### config.mk
export PLATFORM = sky130hd
export DESIGN_NAME = plc_top
export DESIGN_NICKNAME = d
export VERILOG_FILES = /design/src/include/plc_pkg.sv /design/src/plc_line_filter.sv /design/src/plc_top.sv
export VERILOG_INCLUDE_DIRS = /design/src /design/src/include
export SDC_FILE = /design/constraint.sdc
export NUM_CORES = 1
export LEC_CHECK = 0
export ABC_CLOCK_PERIOD_IN_PS = 1100
export BUFFER_PORTS_ARGS = -buffer_cell sky130_fd_sc_hd__buf_2
export CORE_MARGIN = 1
export CORE_UTILIZATION = 25
export DETAILED_ROUTE_END_ITERATION = 10
export SYNTH_ARGS = -nofsm -noshare
export SYNTH_HDL_FRONTEND = slang
export SYNTH_SLANG_ARGS = --single-unit
### constraint.sdc
create_clock -name clk_in -period 1.1 [get_ports clk_in]
set_input_delay 0.11 -clock clk_in [delete_from_list [all_inputs] [get_ports clk_in]]
set_output_delay 0.11 -clock clk_in [all_outputs]
set_load 0.03 [all_outputs]
### src/include/plc_defines.svh
// Register offsets, reset values and sizes of the parallel line controller
`ifndef PLC_DEFINES_SVH
`define PLC_DEFINES_SVH

`define PLC_LINES 32
`define PLC_ADDR_W 8
`define PLC_DATA_W 32

`define PLC_OFF_OUTPUT_ENABLE_SET 8'h10
`define PLC_OFF_OUTPUT_ENABLE_CLEAR 8'h14
`define PLC_OFF_OUTPUT_ENABLE_STATE 8'h18
`define PLC_OFF_GLITCH_FILTER_ON 8'h20
`define PLC_OFF_GLITCH_FILTER_OFF 8'h24
`define PLC_OFF_GLITCH_FILTER_STATE 8'h28
`define PLC_OFF_DRIVE_LEVEL_HIGH 8'h30
`define PLC_OFF_DRIVE_LEVEL_LOW 8'h34
`define PLC_OFF_DRIVE_LEVEL_STATE 8'h38
`define PLC_OFF_PIN_LEVEL_SAMPLE 8'h3C
`define PLC_OFF_CHANGE_IRQ_ON 8'h40
`define PLC_OFF_CHANGE_IRQ_OFF 8'h44
`define PLC_OFF_CHANGE_IRQ_MASK 8'h48
`define PLC_OFF_CHANGE_IRQ_FLAGS 8'h4C
`define PLC_OFF_OPEN_DRAIN_ON 8'h50
`define PLC_OFF_OPEN_DRAIN_OFF 8'h54
`define PLC_OFF_OPEN_DRAIN_STATE 8'h58
`define PLC_OFF_DIRECT_WRITE_ON 8'hA0
`define PLC_OFF_DIRECT_WRITE_OFF 8'hA4
`define PLC_OFF_DIRECT_WRITE_PERMISSION_STATE 8'hA8

`define PLC_RST_OUTPUT_ENABLE 32'h00000000
`define PLC_RST_GLITCH_FILTER 32'h00000000
`define PLC_RST_DRIVE_LEVEL 32'h00000000
`define PLC_RST_CHANGE_IRQ_MASK 32'h00000000
`define PLC_RST_CHANGE_IRQ_FLAGS 32'h00000000
`define PLC_RST_OPEN_DRAIN 32'h00000000
`define PLC_RST_DIRECT_WRITE 32'h00000000
`define PLC_RST_READ_DATA 32'h00000000
`define PLC_RST_LINE_LEVEL 32'h00000000

`endif

### src/include/plc_pkg.sv
// Types shared by the parallel line controller files
package plc_pkg;

    typedef struct packed {
        logic [7:0] addr;
        logic [31:0] wdata;
        logic wr;
        logic rd;
    } plc_bus_req_t;

    typedef struct packed {
        logic [31:0] level;
        logic [31:0] oe_n;
    } plc_pad_drive_t;

    typedef struct packed {
        logic [31:0] output_enable;
        logic [31:0] glitch_filter;
        logic [31:0] drive_level;
        logic [31:0] change_irq_mask;
        logic [31:0] change_irq_flags;
        logic [31:0] open_drain;
        logic [31:0] direct_write;
    } plc_state_t;

endpackage

### src/plc_line_filter.sv
// Per-line pin synchroniser, optional glitch filter and change detector
`timescale 1ns/100ps
module plc_line_filter #(
    parameter int LINES = 32
) (
    input wire logic clk_in,
    input wire logic rst_n_in,
    input wire logic [LINES-1:0] pin_in,
    input wire logic [LINES-1:0] filter_on_in,
    output logic [LINES-1:0] level_out,
    output logic [LINES-1:0] change_out
);

    logic [LINES-1:0] sync1;
    logic [LINES-1:0] sync2;
    logic [LINES-1:0] sync3;
    logic [LINES-1:0] pending;
    logic [LINES-1:0] next_pending;
    logic [LINES-1:0] next_level;
    logic [LINES-1:0] next_change;

    genvar i;
    generate
        for (i = 0; i < LINES; i++)
        begin : g_line
            // Stage one is read only by stage two
            always_comb
            begin
                next_level[i] = level_out[i];
                next_pending[i] = 1'b0;
                next_change[i] = 1'b0;
                if ((sync2[i] == sync3[i]) && (sync3[i] != level_out[i]))
                begin
                    // A filtered line must hold the new level for three agreeing samples
                    if (!filter_on_in[i] || pending[i])
                    begin
                        next_level[i] = sync3[i];
                        next_change[i] = 1'b1;
                    end
                    else
                    begin
                        next_pending[i] = 1'b1;
                    end
                end
            end
        end
    endgenerate

    always_ff @(posedge clk_in or negedge rst_n_in)
    begin
        if (!rst_n_in)
        begin
            sync1 <= '0;
            sync2 <= '0;
            sync3 <= '0;
            pending <= '0;
            level_out <= '0;
            change_out <= '0;
        end
        else
        begin
            sync1 <= pin_in;
            sync2 <= sync1;
            sync3 <= sync2;
            pending <= next_pending;
            level_out <= next_level;
            change_out <= next_change;
        end
    end

endmodule

### src/plc_top.sv
// Parallel line controller: register slave, line drivers and change flags
//
// How it works
// - Writing one to output_enable_set enables driver.
// - Writing one to output_enable_clear disables driver.
// - output_enable_state reads one per enabled driver.
// - Writing one to glitch_filter_on enables filter.
// - Writing one to glitch_filter_off disables filter.
// - glitch_filter_state reads one per filtered line.
// - Writing one to drive_level_high sets level.
// - Writing one to drive_level_low clears level.
// - drive_level_state reports scheduled drive level.
// - drive_level_state writable only on permitted lines.
// - pin_level_sample returns sampled pin level.
// - Writing one to change_irq_on enables interrupt.
// - Writing one to change_irq_off disables interrupt.
// - change_irq_mask reads one per enabled interrupt.
// - Pin level change sets its flag.
// - Flags read zero unchanged; reading clears them.
// - Writing one to open_drain_on enables multi-drive.
// - Multi-drive lines only pull low.
`timescale 1ns/100ps
`include "plc_defines.svh"
module plc_top (
    input wire logic clk_in,
    input wire logic rst_n_in,
    input wire logic [7:0] addr_in,
    input wire logic [31:0] wdata_in,
    input wire logic wr_in,
    input wire logic rd_in,
    output logic [31:0] rdata_out,
    input wire logic [31:0] line_bits_in,
    output logic [31:0] line_bits_out,
    output logic [31:0] line_bits_oe_n_out,
    output logic irq_out
);

    plc_pkg::plc_bus_req_t req;
    plc_pkg::plc_state_t st;
    plc_pkg::plc_state_t next_st;
    plc_pkg::plc_pad_drive_t pad;
    plc_pkg::plc_pad_drive_t next_pad;
    logic [31:0] next_rdata;
    logic [31:0] pin_level;
    logic [31:0] pin_change;
    logic wr_hit;

    assign req.addr = addr_in;
    assign req.wdata = wdata_in;
    assign req.wr = wr_in;
    assign req.rd = rd_in;

    plc_line_filter #(
        .LINES(`PLC_LINES)
    ) u_filter (
        .clk_in(clk_in),
        .rst_n_in(rst_n_in),
        .pin_in(line_bits_in),
        .filter_on_in(st.glitch_filter),
        .level_out(pin_level),
        .change_out(pin_change)
    );

    // Register writes: every command register only touches bits written as one
    always_comb
    begin
        next_st = st;
        wr_hit = 1'b0;
        if (req.wr)
        begin
            if (req.addr == `PLC_OFF_OUTPUT_ENABLE_SET)
            begin
                next_st.output_enable = st.output_enable | req.wdata;
                wr_hit = 1'b1;
            end
            else if (req.addr == `PLC_OFF_OUTPUT_ENABLE_CLEAR)
            begin
                next_st.output_enable = st.output_enable & ~req.wdata;
                wr_hit = 1'b1;
            end
            else if (req.addr == `PLC_OFF_GLITCH_FILTER_ON)
            begin
                next_st.glitch_filter = st.glitch_filter | req.wdata;
                wr_hit = 1'b1;
            end
            else if (req.addr == `PLC_OFF_GLITCH_FILTER_OFF)
            begin
                next_st.glitch_filter = st.glitch_filter & ~req.wdata;
                wr_hit = 1'b1;
            end
            else if (req.addr == `PLC_OFF_DRIVE_LEVEL_HIGH)
            begin
                next_st.drive_level = st.drive_level | req.wdata;
                wr_hit = 1'b1;
            end
            else if (req.addr == `PLC_OFF_DRIVE_LEVEL_LOW)
            begin
                next_st.drive_level = st.drive_level & ~req.wdata;
                wr_hit = 1'b1;
            end
            else if (req.addr == `PLC_OFF_DRIVE_LEVEL_STATE)
            begin
                // Lines without write permission keep their level
                next_st.drive_level = (st.drive_level & ~st.direct_write)
                    | (req.wdata & st.direct_write);
                wr_hit = 1'b1;
            end
            else if (req.addr == `PLC_OFF_CHANGE_IRQ_ON)
            begin
                next_st.change_irq_mask = st.change_irq_mask | req.wdata;
                wr_hit = 1'b1;
            end
            else if (req.addr == `PLC_OFF_CHANGE_IRQ_OFF)
            begin
                next_st.change_irq_mask = st.change_irq_mask & ~req.wdata;
                wr_hit = 1'b1;
            end
            else if (req.addr == `PLC_OFF_OPEN_DRAIN_ON)
            begin
                next_st.open_drain = st.open_drain | req.wdata;
                wr_hit = 1'b1;
            end
            else if (req.addr == `PLC_OFF_OPEN_DRAIN_OFF)
            begin
                next_st.open_drain = st.open_drain & ~req.wdata;
                wr_hit = 1'b1;
            end
            else if (req.addr == `PLC_OFF_DIRECT_WRITE_ON)
            begin
                next_st.direct_write = st.direct_write | req.wdata;
                wr_hit = 1'b1;
            end
            else if (req.addr == `PLC_OFF_DIRECT_WRITE_OFF)
            begin
                next_st.direct_write = st.direct_write & ~req.wdata;
                wr_hit = 1'b1;
            end
            else
            begin
                // Status offsets and unmapped offsets ignore writes
                wr_hit = 1'b0;
            end
        end
        // A read clears the flags, but a change in the same cycle survives the clear
        if (req.rd && (req.addr == `PLC_OFF_CHANGE_IRQ_FLAGS))
        begin
            next_st.change_irq_flags = pin_change;
        end
        else
        begin
            next_st.change_irq_flags = st.change_irq_flags | pin_change;
        end
    end

    // Read multiplexer; data are valid only in the cycle after the strobe
    always_comb
    begin
        next_rdata = `PLC_RST_READ_DATA;
        if (req.rd)
        begin
            if (req.addr == `PLC_OFF_OUTPUT_ENABLE_STATE)
            begin
                next_rdata = st.output_enable;
            end
            else if (req.addr == `PLC_OFF_GLITCH_FILTER_STATE)
            begin
                next_rdata = st.glitch_filter;
            end
            else if (req.addr == `PLC_OFF_DRIVE_LEVEL_STATE)
            begin
                next_rdata = st.drive_level;
            end
            else if (req.addr == `PLC_OFF_PIN_LEVEL_SAMPLE)
            begin
                next_rdata = pin_level;
            end
            else if (req.addr == `PLC_OFF_CHANGE_IRQ_MASK)
            begin
                next_rdata = st.change_irq_mask;
            end
            else if (req.addr == `PLC_OFF_CHANGE_IRQ_FLAGS)
            begin
                next_rdata = st.change_irq_flags;
            end
            else if (req.addr == `PLC_OFF_OPEN_DRAIN_STATE)
            begin
                next_rdata = st.open_drain;
            end
            else if (req.addr == `PLC_OFF_DIRECT_WRITE_PERMISSION_STATE)
            begin
                next_rdata = st.direct_write;
            end
            else
            begin
                // Write-only and unmapped offsets read as zero
                next_rdata = `PLC_RST_READ_DATA;
            end
        end
    end

    // Pad drive: an open-drain line releases the pin instead of driving high
    always_comb
    begin
        next_pad.level = next_st.drive_level & ~next_st.open_drain;
        next_pad.oe_n = ~(next_st.output_enable
            & ~(next_st.open_drain & next_st.drive_level));
    end

    always_ff @(posedge clk_in or negedge rst_n_in)
    begin
        if (!rst_n_in)
        begin
            st.output_enable <= `PLC_RST_OUTPUT_ENABLE;
            st.glitch_filter <= `PLC_RST_GLITCH_FILTER;
            st.drive_level <= `PLC_RST_DRIVE_LEVEL;
            st.change_irq_mask <= `PLC_RST_CHANGE_IRQ_MASK;
            st.change_irq_flags <= `PLC_RST_CHANGE_IRQ_FLAGS;
            st.open_drain <= `PLC_RST_OPEN_DRAIN;
            st.direct_write <= `PLC_RST_DIRECT_WRITE;
            pad.level <= `PLC_RST_DRIVE_LEVEL;
            pad.oe_n <= ~`PLC_RST_OUTPUT_ENABLE;
            rdata_out <= `PLC_RST_READ_DATA;
        end
        else
        begin
            st <= next_st;
            pad <= next_pad;
            rdata_out <= next_rdata;
        end
    end

    assign line_bits_out = pad.level;
    assign line_bits_oe_n_out = pad.oe_n;
    // Level request; it drops only once software has read the flags or masked them
    assign irq_out = |(st.change_irq_flags & st.change_irq_mask);

endmodule

==> results.sh, run 1 <==
export IMPL_outcome="finished, violations left"
export IMPL_failed_checks="setup timing"
export IMPL_groute_usage_overall_pct=17.8
export IMPL_number_of_nets_in_the_layout=2776
export IMPL_worst_r2r_startpoint="st[34]"
export IMPL_fp_dieH_microns=298
export IMPL_worst_endpoint_required_ns=0.99
export IMPL_count_of_unique_library_cells_instantiated_by_yosys=55
export IMPL_synthCells=2033
export IMPL_area_growth_syn_to_layout_pct=62.4
export IMPL_max_clock_freq_mhz=432
export IMPL_timing_final_crit_share_pct=211
export IMPL_syn_area_sq_um=22000
export IMPL_drc_errors=0
export IMPL_viasPerCell=4.88
export IMPL_h_tree_depth=2
export IMPL_type_of_the_worst_min_delay_path="in -> async"
export IMPL_grt_pass1_wl_mm=120
export IMPL_start_util_pct=25.3
export IMPL_routed_wire_length_per_instance_microns=22.0
export IMPL_clk_transition_reported_paths_ns=0.06
export IMPL_wire_length_reported_by_the_detailed_router_mm=85.9
export IMPL_synth_edf_count=0
export IMPL_cts_buffers=56
export IMPL_timing_hold_ws_ns=0.0476
export IMPL_seqCellArea_sq_um=12900
export IMPL_filler_cell_count=8013
export IMPL_critPathArrivalTime_ns=2.21
export IMPL_finalClockSkew_ns=0.0336
export IMPL_syn_area_per_cell_sq_um=10.8
export IMPL_synth_yosys_warnings=0
export IMPL_std_cell_rows=108
export IMPL_clock_sinks=512
export IMPL_globalRoute_totalOverflow=0
export IMPL_seq_area_frac_synth_pct=58.5
export IMPL_drt_first_pass_iters=5
export IMPL_cts_path_max_buffers=3
export IMPL_ant_nets=0
export IMPL_i_o_pin_total=173
export IMPL_clk_insertion_delay_late_ns=0.63
export IMPL_setup_slack_ns=-1.22
export IMPL_total_power_mw=53.7
export IMPL_synth_nets=2109
export IMPL_critical_path_startpoint_type="flip-flop"
export IMPL_cts_root_buffer="sky130_fd_sc_hd__clkbuf_16"
export IMPL_area_of_the_multi_input_gates_sq_um=11300
export IMPL_layout_commonest_cell="sky130_fd_sc_hd__dfrtp_1"
export IMPL_die_width_microns=298
export IMPL_top_library_cells_by_usage_in_the_layout_fill_and_taps_aside="450 x sky130_fd_sc_hd__dfrtp_1, 355 x sky130_fd_sc_hd__buf_4, 171 x sky130_fd_sc_hd__buf_6, 121 x sky130_fd_sc_hd__nand2_1, 96 x sky130_fd_sc_hd__a21oi_2"
export IMPL_vias=19000
export IMPL_report_final_hold_viol_count=0
export IMPL_post_route_cells_drive_above_1_share_pct=53.7
export IMPL_insertedDiodeCount=0
export IMPL_numPortBuffers=172
export IMPL_worst_setup_path_end_kind="primary output"
export IMPL_maximum_number_of_pins_on_one_net_before_global_route_repair=84
export IMPL_synth_seq_cells=512
export IMPL_placeableCoreArea_sq_um=86900
export IMPL_finalCriticalPeriod_ns=2.32
export IMPL_synth_top_area_cell="sky130_fd_sc_hd__dfrtp_1"
export IMPL_max_cap_viols=0
export IMPL_dieArea_sq_um=89000
export IMPL_worstMarginPinSlew_ns=0.506
export IMPL_finalWeightedCongestion=0.858
export IMPL_max_vdd_ir_drop_v=0.00114
export IMPL_timing_final_max_slew_violations=0
export IMPL_grt_antenna_before_repair=1
export IMPL_postSynth_asyncResetShare_pct=100
export IMPL_max_slew_margin_pct=66.3
export IMPL_grt_pass1_vias=19200
export IMPL_crit_path_max_fanout=2
export IMPL_detail_route_iter0_violations=1469
export IMPL_fin_setup_tns_ns=-79.95
export IMPL_tritoncts="built"
export IMPL_setup_viol_count_final=394
export IMPL_numPlacedInstances=3611
export IMPL_yosys_area_top_type_share_pct=54.7
export IMPL_synth_top_flop_cell="sky130_fd_sc_hd__dfrtp_1"
export IMPL_layout_cells_non_filler=3901
export IMPL_place_hpwl_mm=53.5
export IMPL_power_per_cell_area_nw_per_um2=1510
export IMPL_p_leak_nw=15.8
export IMPL_criticalPathCategory="reg -> out"
export IMPL_rsz0062_at_grt="true"
export IMPL_post_synth_main_area_contributors="sky130_fd_sc_hd__dfrtp_1 55%, sky130_fd_sc_hd__mux2_2 6.0%, sky130_fd_sc_hd__dfstp_2 3.8%"
synthesized netlist by cell type (10+ instances only):
library cell / count
sky130_fd_sc_hd__a22o_1: 36
sky130_fd_sc_hd__nor2_1: 83
sky130_fd_sc_hd__nand3_1: 10
sky130_fd_sc_hd__o22ai_1: 33
sky130_fd_sc_hd__nor2b_1: 75
sky130_fd_sc_hd__o21ai_0: 119
sky130_fd_sc_hd__a221oi_1: 12
sky130_fd_sc_hd__o21ai_1: 13
sky130_fd_sc_hd__a2111oi_0: 12
sky130_fd_sc_hd__a21oi_1: 159
sky130_fd_sc_hd__buf_2: 21
sky130_fd_sc_hd__o21a_1: 32
sky130_fd_sc_hd__a31oi_1: 42
sky130_fd_sc_hd__clkbuf_1: 123
sky130_fd_sc_hd__inv_1: 105
sky130_fd_sc_hd__or3_1: 13
sky130_fd_sc_hd__dfrtp_1: 480
sky130_fd_sc_hd__a32o_1: 15
sky130_fd_sc_hd__mux2i_1: 32
sky130_fd_sc_hd__nand2_1: 217
sky130_fd_sc_hd__mux2_1: 11
sky130_fd_sc_hd__nor3b_1: 64
sky130_fd_sc_hd__dfstp_2: 32
sky130_fd_sc_hd__mux2_2: 117
sky130_fd_sc_hd__o221a_2: 10
sky130_fd_sc_hd__a22oi_1: 29
sky130_fd_sc_hd__nand2b_1: 45
sky130_fd_sc_hd__a21o_1: 32
per-layer routing:
metal | global-route usage [%] | wire, microns
met5 | 0 | 13
met4 | 6.37 | 3710
met3 | 2.40 | 4780
met2 | 30.8 | 42400
met1 | 22.7 | 34900
power by group:
group	internal [mW]	switching, mW
logic	6.54	5.41
registers	20.9	1.90
clock network	10.8	8.14
stage by stage:
stage                     instance area (sq um)  utilization [%]  setup slack, ns
final                                     35700             41.0            -1.22
after CTS                                 33000             38.0            -1.20
after detailed placement                  28000             32.2           -0.876
after global placement                    28000             32.2           -0.828
after global routing                      35700             41.0            -1.27
after floorplan                           22900                -           -0.491
path summary, 6_finish.rpt:
kind | endpoint | cells past startpoint | slack, ns
worst max-delay path | irq_out | 5 | -1.22
worst min-delay path | u_filter.level_out[25] | 3 | 0.05
max in group asynchronous | u_filter.sync2[7] | 3 | 0.48
min in group clk_in | flip-flop | 4 | 0.07
worst max register to register | rdata_out[2] | 5 | -0.42
worst min register to register | u_filter.sync2[3] | 0 | 0.33
critical path, stage by stage (launching register included):
cell and delay, ns:
sky130_fd_sc_hd__dfrtp_1 0.39, sky130_fd_sc_hd__a22oi_2 0.17, sky130_fd_sc_hd__buf_4 0.16, sky130_fd_sc_hd__nand4_1 0.18
sky130_fd_sc_hd__or4_4 0.52, sky130_fd_sc_hd__buf_6 0.17
logic make-up after synthesis:
kind of cell | share of synthesized area, %
buffers and inverters | 4.68
xor gates and xnor gates | 0.0399
AOI/OAI and AO/OA | 16.3
and+or+nand+nor | 12.4
DFF | 58.5
muxes | 8.02
cell type report:
cell class	instances	share of cell area [%]
multi-input cells	1257	31.8
well taps	1155	4.05
clock inverters	27	0.649
flip-flops and latches	512	36.2
clock buffers	77	4.55
repair buffers	760	21.6
inverters	113	1.20
repair_timing:
action | CTS | global route
buffers inserted | 78 | 79
hold buffers | 66 | 0
pin swaps | 113 | 216
cloned | 7 | 17
endpoints found under the hold margin | 700 | 0
gates resized for setup | 517 | 516
setup endpoints to repair | 360 | 429
No activity file was read; power rests on OpenSTA's default activity.
==> inputs of run 2 (changes only) <==
--- a/config.mk
+++ b/config.mk
@@ -11,6 +11,9 @@
 export CORE_MARGIN = 1
 export CORE_UTILIZATION = 25
 export DETAILED_ROUTE_END_ITERATION = 10
+export PLACE_DENSITY = 0.39
+export SLEW_MARGIN = 20
 export SYNTH_ARGS = -nofsm -noshare
 export SYNTH_HDL_FRONTEND = slang
 export SYNTH_SLANG_ARGS = --single-unit
+export TNS_END_PERCENT = 50
==> results.sh, run 2 (synthesized netlist as in run 1, its figures left out) <==
export IMPL_outcome="finished, violations left"
export IMPL_failed_checks="setup timing"
export IMPL_layout_cell_area_non_filler_sq_um=35800
export IMPL_grt_pass1_wl_mm=132
export IMPL_critical_path_startpoint_type="flip-flop"
export IMPL_report_final_hold_viol_count=0
export IMPL_routed_wire_length_per_instance_microns=23.2
export IMPL_max_vdd_ir_drop_v=0.000941
export IMPL_finalWeightedCongestion=0.818
export IMPL_criticalPathCategory="reg -> out"
export IMPL_place_hpwl_mm=58.6
export IMPL_worstPathBufferInverterCount=2
export IMPL_crit_family="simple AND/OR/NAND/NOR gates"
export IMPL_p_leak_nw=15.6
export IMPL_clock_sinks=512
export IMPL_setup_slack_ns=-1.36
export IMPL_total_power_mw=57.6
export IMPL_power_net_switching_mw=16.1
export IMPL_detail_route_iter0_violations=1066
export IMPL_layout_commonest_cell="sky130_fd_sc_hd__dfrtp_1"
export IMPL_post_dp_cell_area_sq_um=28200
export IMPL_worst_setup_path_end_kind="primary output"
export IMPL_path_cells="a22oi_2 > buf_4 > nand4_1 > or4_4 > buf_6"
export IMPL_critPathArrivalTime_ns=2.35
export IMPL_h_tree_depth=3
export IMPL_drt_first_pass_iters=5
export IMPL_crit_cells=5
export IMPL_timing_final_max_slew_violations=0
export IMPL_cts_buffers=66
export IMPL_setup_viol_count_final=441
export IMPL_finalClockSkew_ns=0.0231
export IMPL_hold_path_depth=4
export IMPL_max_cap_viols=0
export IMPL_grt_antenna_before_repair=2
export IMPL_numPortBuffers=172
export IMPL_start_util_pct=25.3
export IMPL_globalRoute_totalOverflow=0
export IMPL_maximum_number_of_pins_on_one_net_before_global_route_repair=50
export IMPL_reg2reg_setup_slack_ns=-0.34
export IMPL_max_clock_freq_mhz=407
export IMPL_grt_pass1_vias=20000
export IMPL_ant_nets=0
export IMPL_area_growth_syn_to_layout_pct=63.2
export IMPL_top_library_cells_by_usage_in_the_layout_fill_and_taps_aside="457 x sky130_fd_sc_hd__dfrtp_1, 413 x sky130_fd_sc_hd__buf_4, 142 x sky130_fd_sc_hd__nand2_1, 127 x sky130_fd_sc_hd__buf_6, 103 x sky130_fd_sc_hd__a21oi_2"
export IMPL_i_o_pin_total=173
export IMPL_timing_final_crit_share_pct=223
export IMPL_fin_setup_tns_ns=-66.62
export IMPL_timing_critical_path_slowest_stage_cell="sky130_fd_sc_hd__or4_4"
export IMPL_worst_setup_path_endpoint="irq_out"
export IMPL_die_width_microns=298
export IMPL_seqPwrFrac_pct=39.2
export IMPL_viasPerCell=4.79
export IMPL_worst_endpoint_required_ns=0.99
export IMPL_clk_insertion_delay_late_ns=0.60
export IMPL_worstMarginPinSlew_ns=0.426
export IMPL_r2r_end="rdata_out[10]"
export IMPL_fp_dieH_microns=298
export IMPL_cts_path_max_buffers=3
export IMPL_worst_r2r_startpoint="st[74]"
export IMPL_max_slew_margin_pct=71.5
export IMPL_number_of_nets_in_the_layout=2837
export IMPL_startpoint="st[85]"
export IMPL_reg2reg_depth=7
export IMPL_crit_path_max_fanout=2
export IMPL_finalCriticalPeriod_ns=2.46
export IMPL_switching_share_pct=27.9
export IMPL_dieArea_sq_um=89000
export IMPL_tritoncts="built"
export IMPL_type_of_the_worst_min_delay_path="in -> reg"
export IMPL_power_frac_comb_pct=21.8
export IMPL_power_per_cell_area_nw_per_um2=1610
export IMPL_worst_setup_slack_after_placement_ns=-1.22
export IMPL_std_cell_rows=108
export IMPL_wire_length_reported_by_the_detailed_router_mm=92.1
export IMPL_groute_usage_overall_pct=19.9
export IMPL_vias=19000
export IMPL_critPathMaxStageDelay_ns=0.61
export IMPL_post_route_cells_drive_above_1_share_pct=53.2
export IMPL_clock_power_share_pct=39.0
export IMPL_cts_root_buffer="sky130_fd_sc_hd__clkbuf_16"
export IMPL_clk_transition_reported_paths_ns=0.06
export IMPL_rsz0062_at_grt="true"
export IMPL_power_report_internal_total_mw=41.5
export IMPL_placeableCoreArea_sq_um=86900
export IMPL_drc_errors=0
==> run 2: cell type report <==
class / count / area (sq um)
Sequential cell: 512 / 12900
Clock inverter: 22 / 305
Clock buffer: 97 / 1940
Fill cell: 8253 / 51000
Timing Repair Buffer: 811 / 7980
Inverter: 113 / 427
Antenna cell: 1 / 2.50
Tap cell: 1155 / 1450
Multi-Input combinational cell: 1257 / 10900
==> run 2: through the flow <==
step | cells | hold slack (ns) | util [%]
6_report | 3968 | 0.0845 | 41.3
5_1_grt | 3967 | 0.0975 | 41.2
2_1_floorplan | 2033 | -0.186 | -
4_1_cts | 3916 | 0.0737 | 39.2
3_3_place_gp | 3642 | -0.0310 | 32.4
3_5_place_dp | 3642 | -0.0310 | 32.4
==> run 2: worst min path at each step <==
| stage | startpoint | to | slack, ns |
|---|---|---|---|
| after CTS | addr_in[2] | flip-flop | 0.07 |
| after global routing | addr_in[2] | flip-flop | 0.1 |
| after global placement | rst_n_in | line_bits_out[1] | -0.03 |
| after floorplan | rst_n_in | async pin | -0.19 |
| final | addr_in[2] | flip-flop | 0.08 |
| after detailed placement | rst_n_in | line_bits_out[1] | -0.03 |
==> run 2: worst register-to-register path, cell delays in order (launching register included) <==
cell                        delay (ns)
sky130_fd_sc_hd__dfrtp_1          0.41
sky130_fd_sc_hd__buf_6            0.13
sky130_fd_sc_hd__nor2b_1          0.10
sky130_fd_sc_hd__buf_4            0.13
sky130_fd_sc_hd__a2111oi_4        0.04
sky130_fd_sc_hd__a221oi_2         0.18
sky130_fd_sc_hd__a31oi_1          0.07
sky130_fd_sc_hd__o221a_2          0.26
==> run 2: power groups by stage <==
stage                     logic, mW  registers, mW  clock network, mW
after floorplan                3.72           22.8                  0
after global placement         8.75           22.5                  0
after detailed placement       8.85           22.6                  0
after CTS                      11.4           22.4               23.1
after global routing           13.4           22.8               23.9
final                          12.5           22.5               22.5
==> run 2: what timing repair did <==
| action | 4_1_cts | 5_1_grt |
|---|---|---|
| cloned | 9 | 12 |
| resized for setup | 573 | 285 |
| hold endpoints to repair | 634 | 0 |
| pin swaps | 148 | 141 |
| buffers inserted | 88 | 48 |
| hold buffers | 68 | 0 |
| endpoints found under the setup margin | 418 | 453 |
==> run 2: layer usage <==
layer	vias up	track usage (%)	share of wire, %
met3	151	2.53	4.4
met1	9729	26.4	43
met4	4	6.52	3.2
li1	8600	-	-
met2	527	33.5	49
met5	-	0	0.034
==> inputs of run 3 (changes only) <==
--- a/config.mk
+++ b/config.mk
@@ -6,12 +6,12 @@
 export SDC_FILE = /design/constraint.sdc
 export NUM_CORES = 1
 export LEC_CHECK = 0
-export ABC_CLOCK_PERIOD_IN_PS = 1100
+export ABC_CLOCK_PERIOD_IN_PS = 3000
 export BUFFER_PORTS_ARGS = -buffer_cell sky130_fd_sc_hd__buf_2
 export CORE_MARGIN = 1
 export CORE_UTILIZATION = 25
 export DETAILED_ROUTE_END_ITERATION = 10
-export PLACE_DENSITY = 0.39
+export PLACE_DENSITY = 0.38
 export SLEW_MARGIN = 20
 export SYNTH_ARGS = -nofsm -noshare
 export SYNTH_HDL_FRONTEND = slang
==> constraint.sdc (replaced) <==
create_clock -name clk_in -period 3 [get_ports clk_in]
set_input_delay 0.3 -clock clk_in [delete_from_list [all_inputs] [get_ports clk_in]]
set_output_delay 0.3 -clock clk_in [all_outputs]
set_load 0.03 [all_outputs]
==> results.sh, run 3 (synthesized netlist as in run 1, its figures left out) <==
export IMPL_fin_setup_tns_ns=0
export IMPL_fp_dieH_microns=298
export IMPL_routed_wire_length_per_instance_microns=22.8
export IMPL_finalClockSkew_ns=0.0176
export IMPL_finalCriticalPeriod_ns=2.89
export IMPL_layout_commonest_cell="sky130_fd_sc_hd__dfrtp_1"
export IMPL_worstPathBufferInverterCount=1
export IMPL_worstMarginPinSlew_ns=0.782
export IMPL_critical_path_startpoint_type="flip-flop"
export IMPL_dieArea_sq_um=89000
export IMPL_die_width_microns=298
export IMPL_finalWeightedCongestion=0.768
export IMPL_timing_final_max_slew_violations=0
export IMPL_number_of_nets_in_the_layout=2309
export IMPL_max_vdd_ir_drop_v=0.000591
export IMPL_tritoncts="built"
export IMPL_criticalPathCategory="reg -> out"
export IMPL_viasPerCell=4.80
export IMPL_crit_family="simple AND/OR/NAND/NOR gates"
export IMPL_report_final_hold_viol_count=0
export IMPL_globalRoute_totalOverflow=0
export IMPL_detail_route_iter0_violations=1275
export IMPL_worst_setup_slack_after_placement_ns=0.363
export IMPL_place_hpwl_mm=49.4
export IMPL_cts_path_max_buffers=3
export IMPL_p_leak_nw=11.6
export IMPL_worst_endpoint_required_ns=2.70
export IMPL_crit_path_max_fanout=3
export IMPL_critPathArrivalTime_ns=2.59
export IMPL_top_library_cells_by_usage_in_the_layout_fill_and_taps_aside="480 x sky130_fd_sc_hd__dfrtp_1, 217 x sky130_fd_sc_hd__nand2_1, 170 x sky130_fd_sc_hd__buf_2, 159 x sky130_fd_sc_hd__a21oi_1, 119 x sky130_fd_sc_hd__o21ai_0"
export IMPL_drt_first_pass_iters=5
export IMPL_post_route_cells_drive_above_1_share_pct=22.7
export IMPL_cts_root_buffer="sky130_fd_sc_hd__clkbuf_16"
export IMPL_start_util_pct=25.3
export IMPL_clock_sinks=512
export IMPL_h_tree_depth=2
export IMPL_std_cell_rows=108
export IMPL_worst_setup_path_end_kind="primary output"
export IMPL_drc_errors=0
export IMPL_max_clock_freq_mhz=346
export IMPL_path_cells="a22oi_1 > nand4_1 > or4_1 > buf_2"
export IMPL_i_o_pin_total=173
export IMPL_setup_slack_ns=0.111
export IMPL_setup_viol_count_final=0
export IMPL_rsz0062_at_grt="false"
export IMPL_maximum_number_of_pins_on_one_net_before_global_route_repair=134
export IMPL_grt_pass1_vias=16600
export IMPL_groute_usage_overall_pct=17.6
export IMPL_area_growth_syn_to_layout_pct=23.8
export IMPL_grt_pass1_wl_mm=117
export IMPL_max_slew_margin_pct=47.8
export IMPL_critPathMaxStageDelay_ns=0.67
export IMPL_power_per_cell_area_nw_per_um2=686
export IMPL_clk_insertion_delay_late_ns=0.63
export IMPL_wire_length_reported_by_the_detailed_router_mm=78.5
export IMPL_cts_buffers=61
export IMPL_clk_transition_reported_paths_ns=0.06
export IMPL_ant_nets=0
export IMPL_timing_final_crit_share_pct=96.3
export IMPL_numPortBuffers=172
export IMPL_filler_cell_count=8889
export IMPL_max_cap_viols=0
export IMPL_placeableCoreArea_sq_um=86900
export IMPL_post_cts_resized=0
export IMPL_type_of_the_worst_min_delay_path="in -> reg"
export IMPL_timing_critical_path_slowest_stage_cell="sky130_fd_sc_hd__or4_1"
export IMPL_grt_antenna_before_repair=6
export IMPL_vias=16500
export IMPL_outcome="complete, no violations"
-- run 3: cell types whose count changed in the layout (fill, tap and decap cells not counted), sizes merged --
cell	previous run	this run
clkinvlp	2	1
clkinv	10	13
diode	1	3
bufinv	7	9
dlygate4sd3	68	53
buf	730	235
clkbuf	109	89
bufbuf	1	0
-- run 3: repair_timing --
| action | in CTS | in global routing |
|---|---|---|
| endpoints found under the setup margin | 0 | 0 |
| setup buffers | 0 | 0 |
| hold endpoints to repair | 89 | 0 |
| hold buffers | 53 | 0 |
-- run 3: path summary, 6_finish.rpt --
| check | slack (ns) | to | start | cells past startpoint |
|---|---|---|---|---|
| min | 0.04 | flip-flop | wdata_in[14] | 3 |
| min reg2reg | 0.34 | u_filter.sync2[11] | u_filter.sync1[11] | 0 |
| max | 0.11 | irq_out | flip-flop | 4 |
| max in group asynchronous | 1.87 | line_bits_oe_n_out[26] | rst_n_in | 3 |
| min in group asynchronous | 0.23 | u_filter.sync2[3] | rst_n_in | 2 |
| max reg2reg | 1.30 | rdata_out[2] | st[66] | 6 |
-- run 3: where the power goes --
part	internal, mW	switching, mW
logic	0.932	1.35
clock network	4.93	3.14
registers	7.64	0.648
-- run 3: through the flow --
step	total power [mW]	instance area [sq um]	util (%)	hold slack, ns	std cells
floorplan	9.59	22000	-	0.00441	2033
global placement	10.6	24400	28.1	0.298	3272
detailed placement	10.7	24400	28.1	0.295	3272
CTS	18.9	27200	31.3	0.00181	3440
global route	19.5	27200	31.3	0.0214	3440
finish	18.6	27200	31.3	0.0359	3443
-- run 3: tightest hold or removal path: cells and delay by family --
kind / cells / cell delay, ns
buffers and inverters: 1 / 0.16
AND/OR/NAND/NOR: 1 / 0.09
AO/OA/AOI/OAI: 1 / 0.07
-- run 3: final cells by class --
cell class	count	area [sq um]	share of cell area, %
sequential	512	12900	47.3
multi-input combinational	1257	8140	29.9
timing repair buffer	288	2110	7.78
clock buffer	89	1800	6.63
tap	1155	1450	5.32
inverter	113	427	1.57
clock inverter	26	394	1.45
antenna	3	7.51	0.0276
-- run 3: routing by layer --
metal | global-route usage, % | share of wire, % | vias to the layer above
met5 | 0 | 0.047 | -
met4 | 4.80 | 2.3 | 6
met3 | 3.09 | 5.1 | 128
met2 | 27.4 | 46 | 484
met1 | 25.0 | 47 | 8414
li1 | - | - | 7501
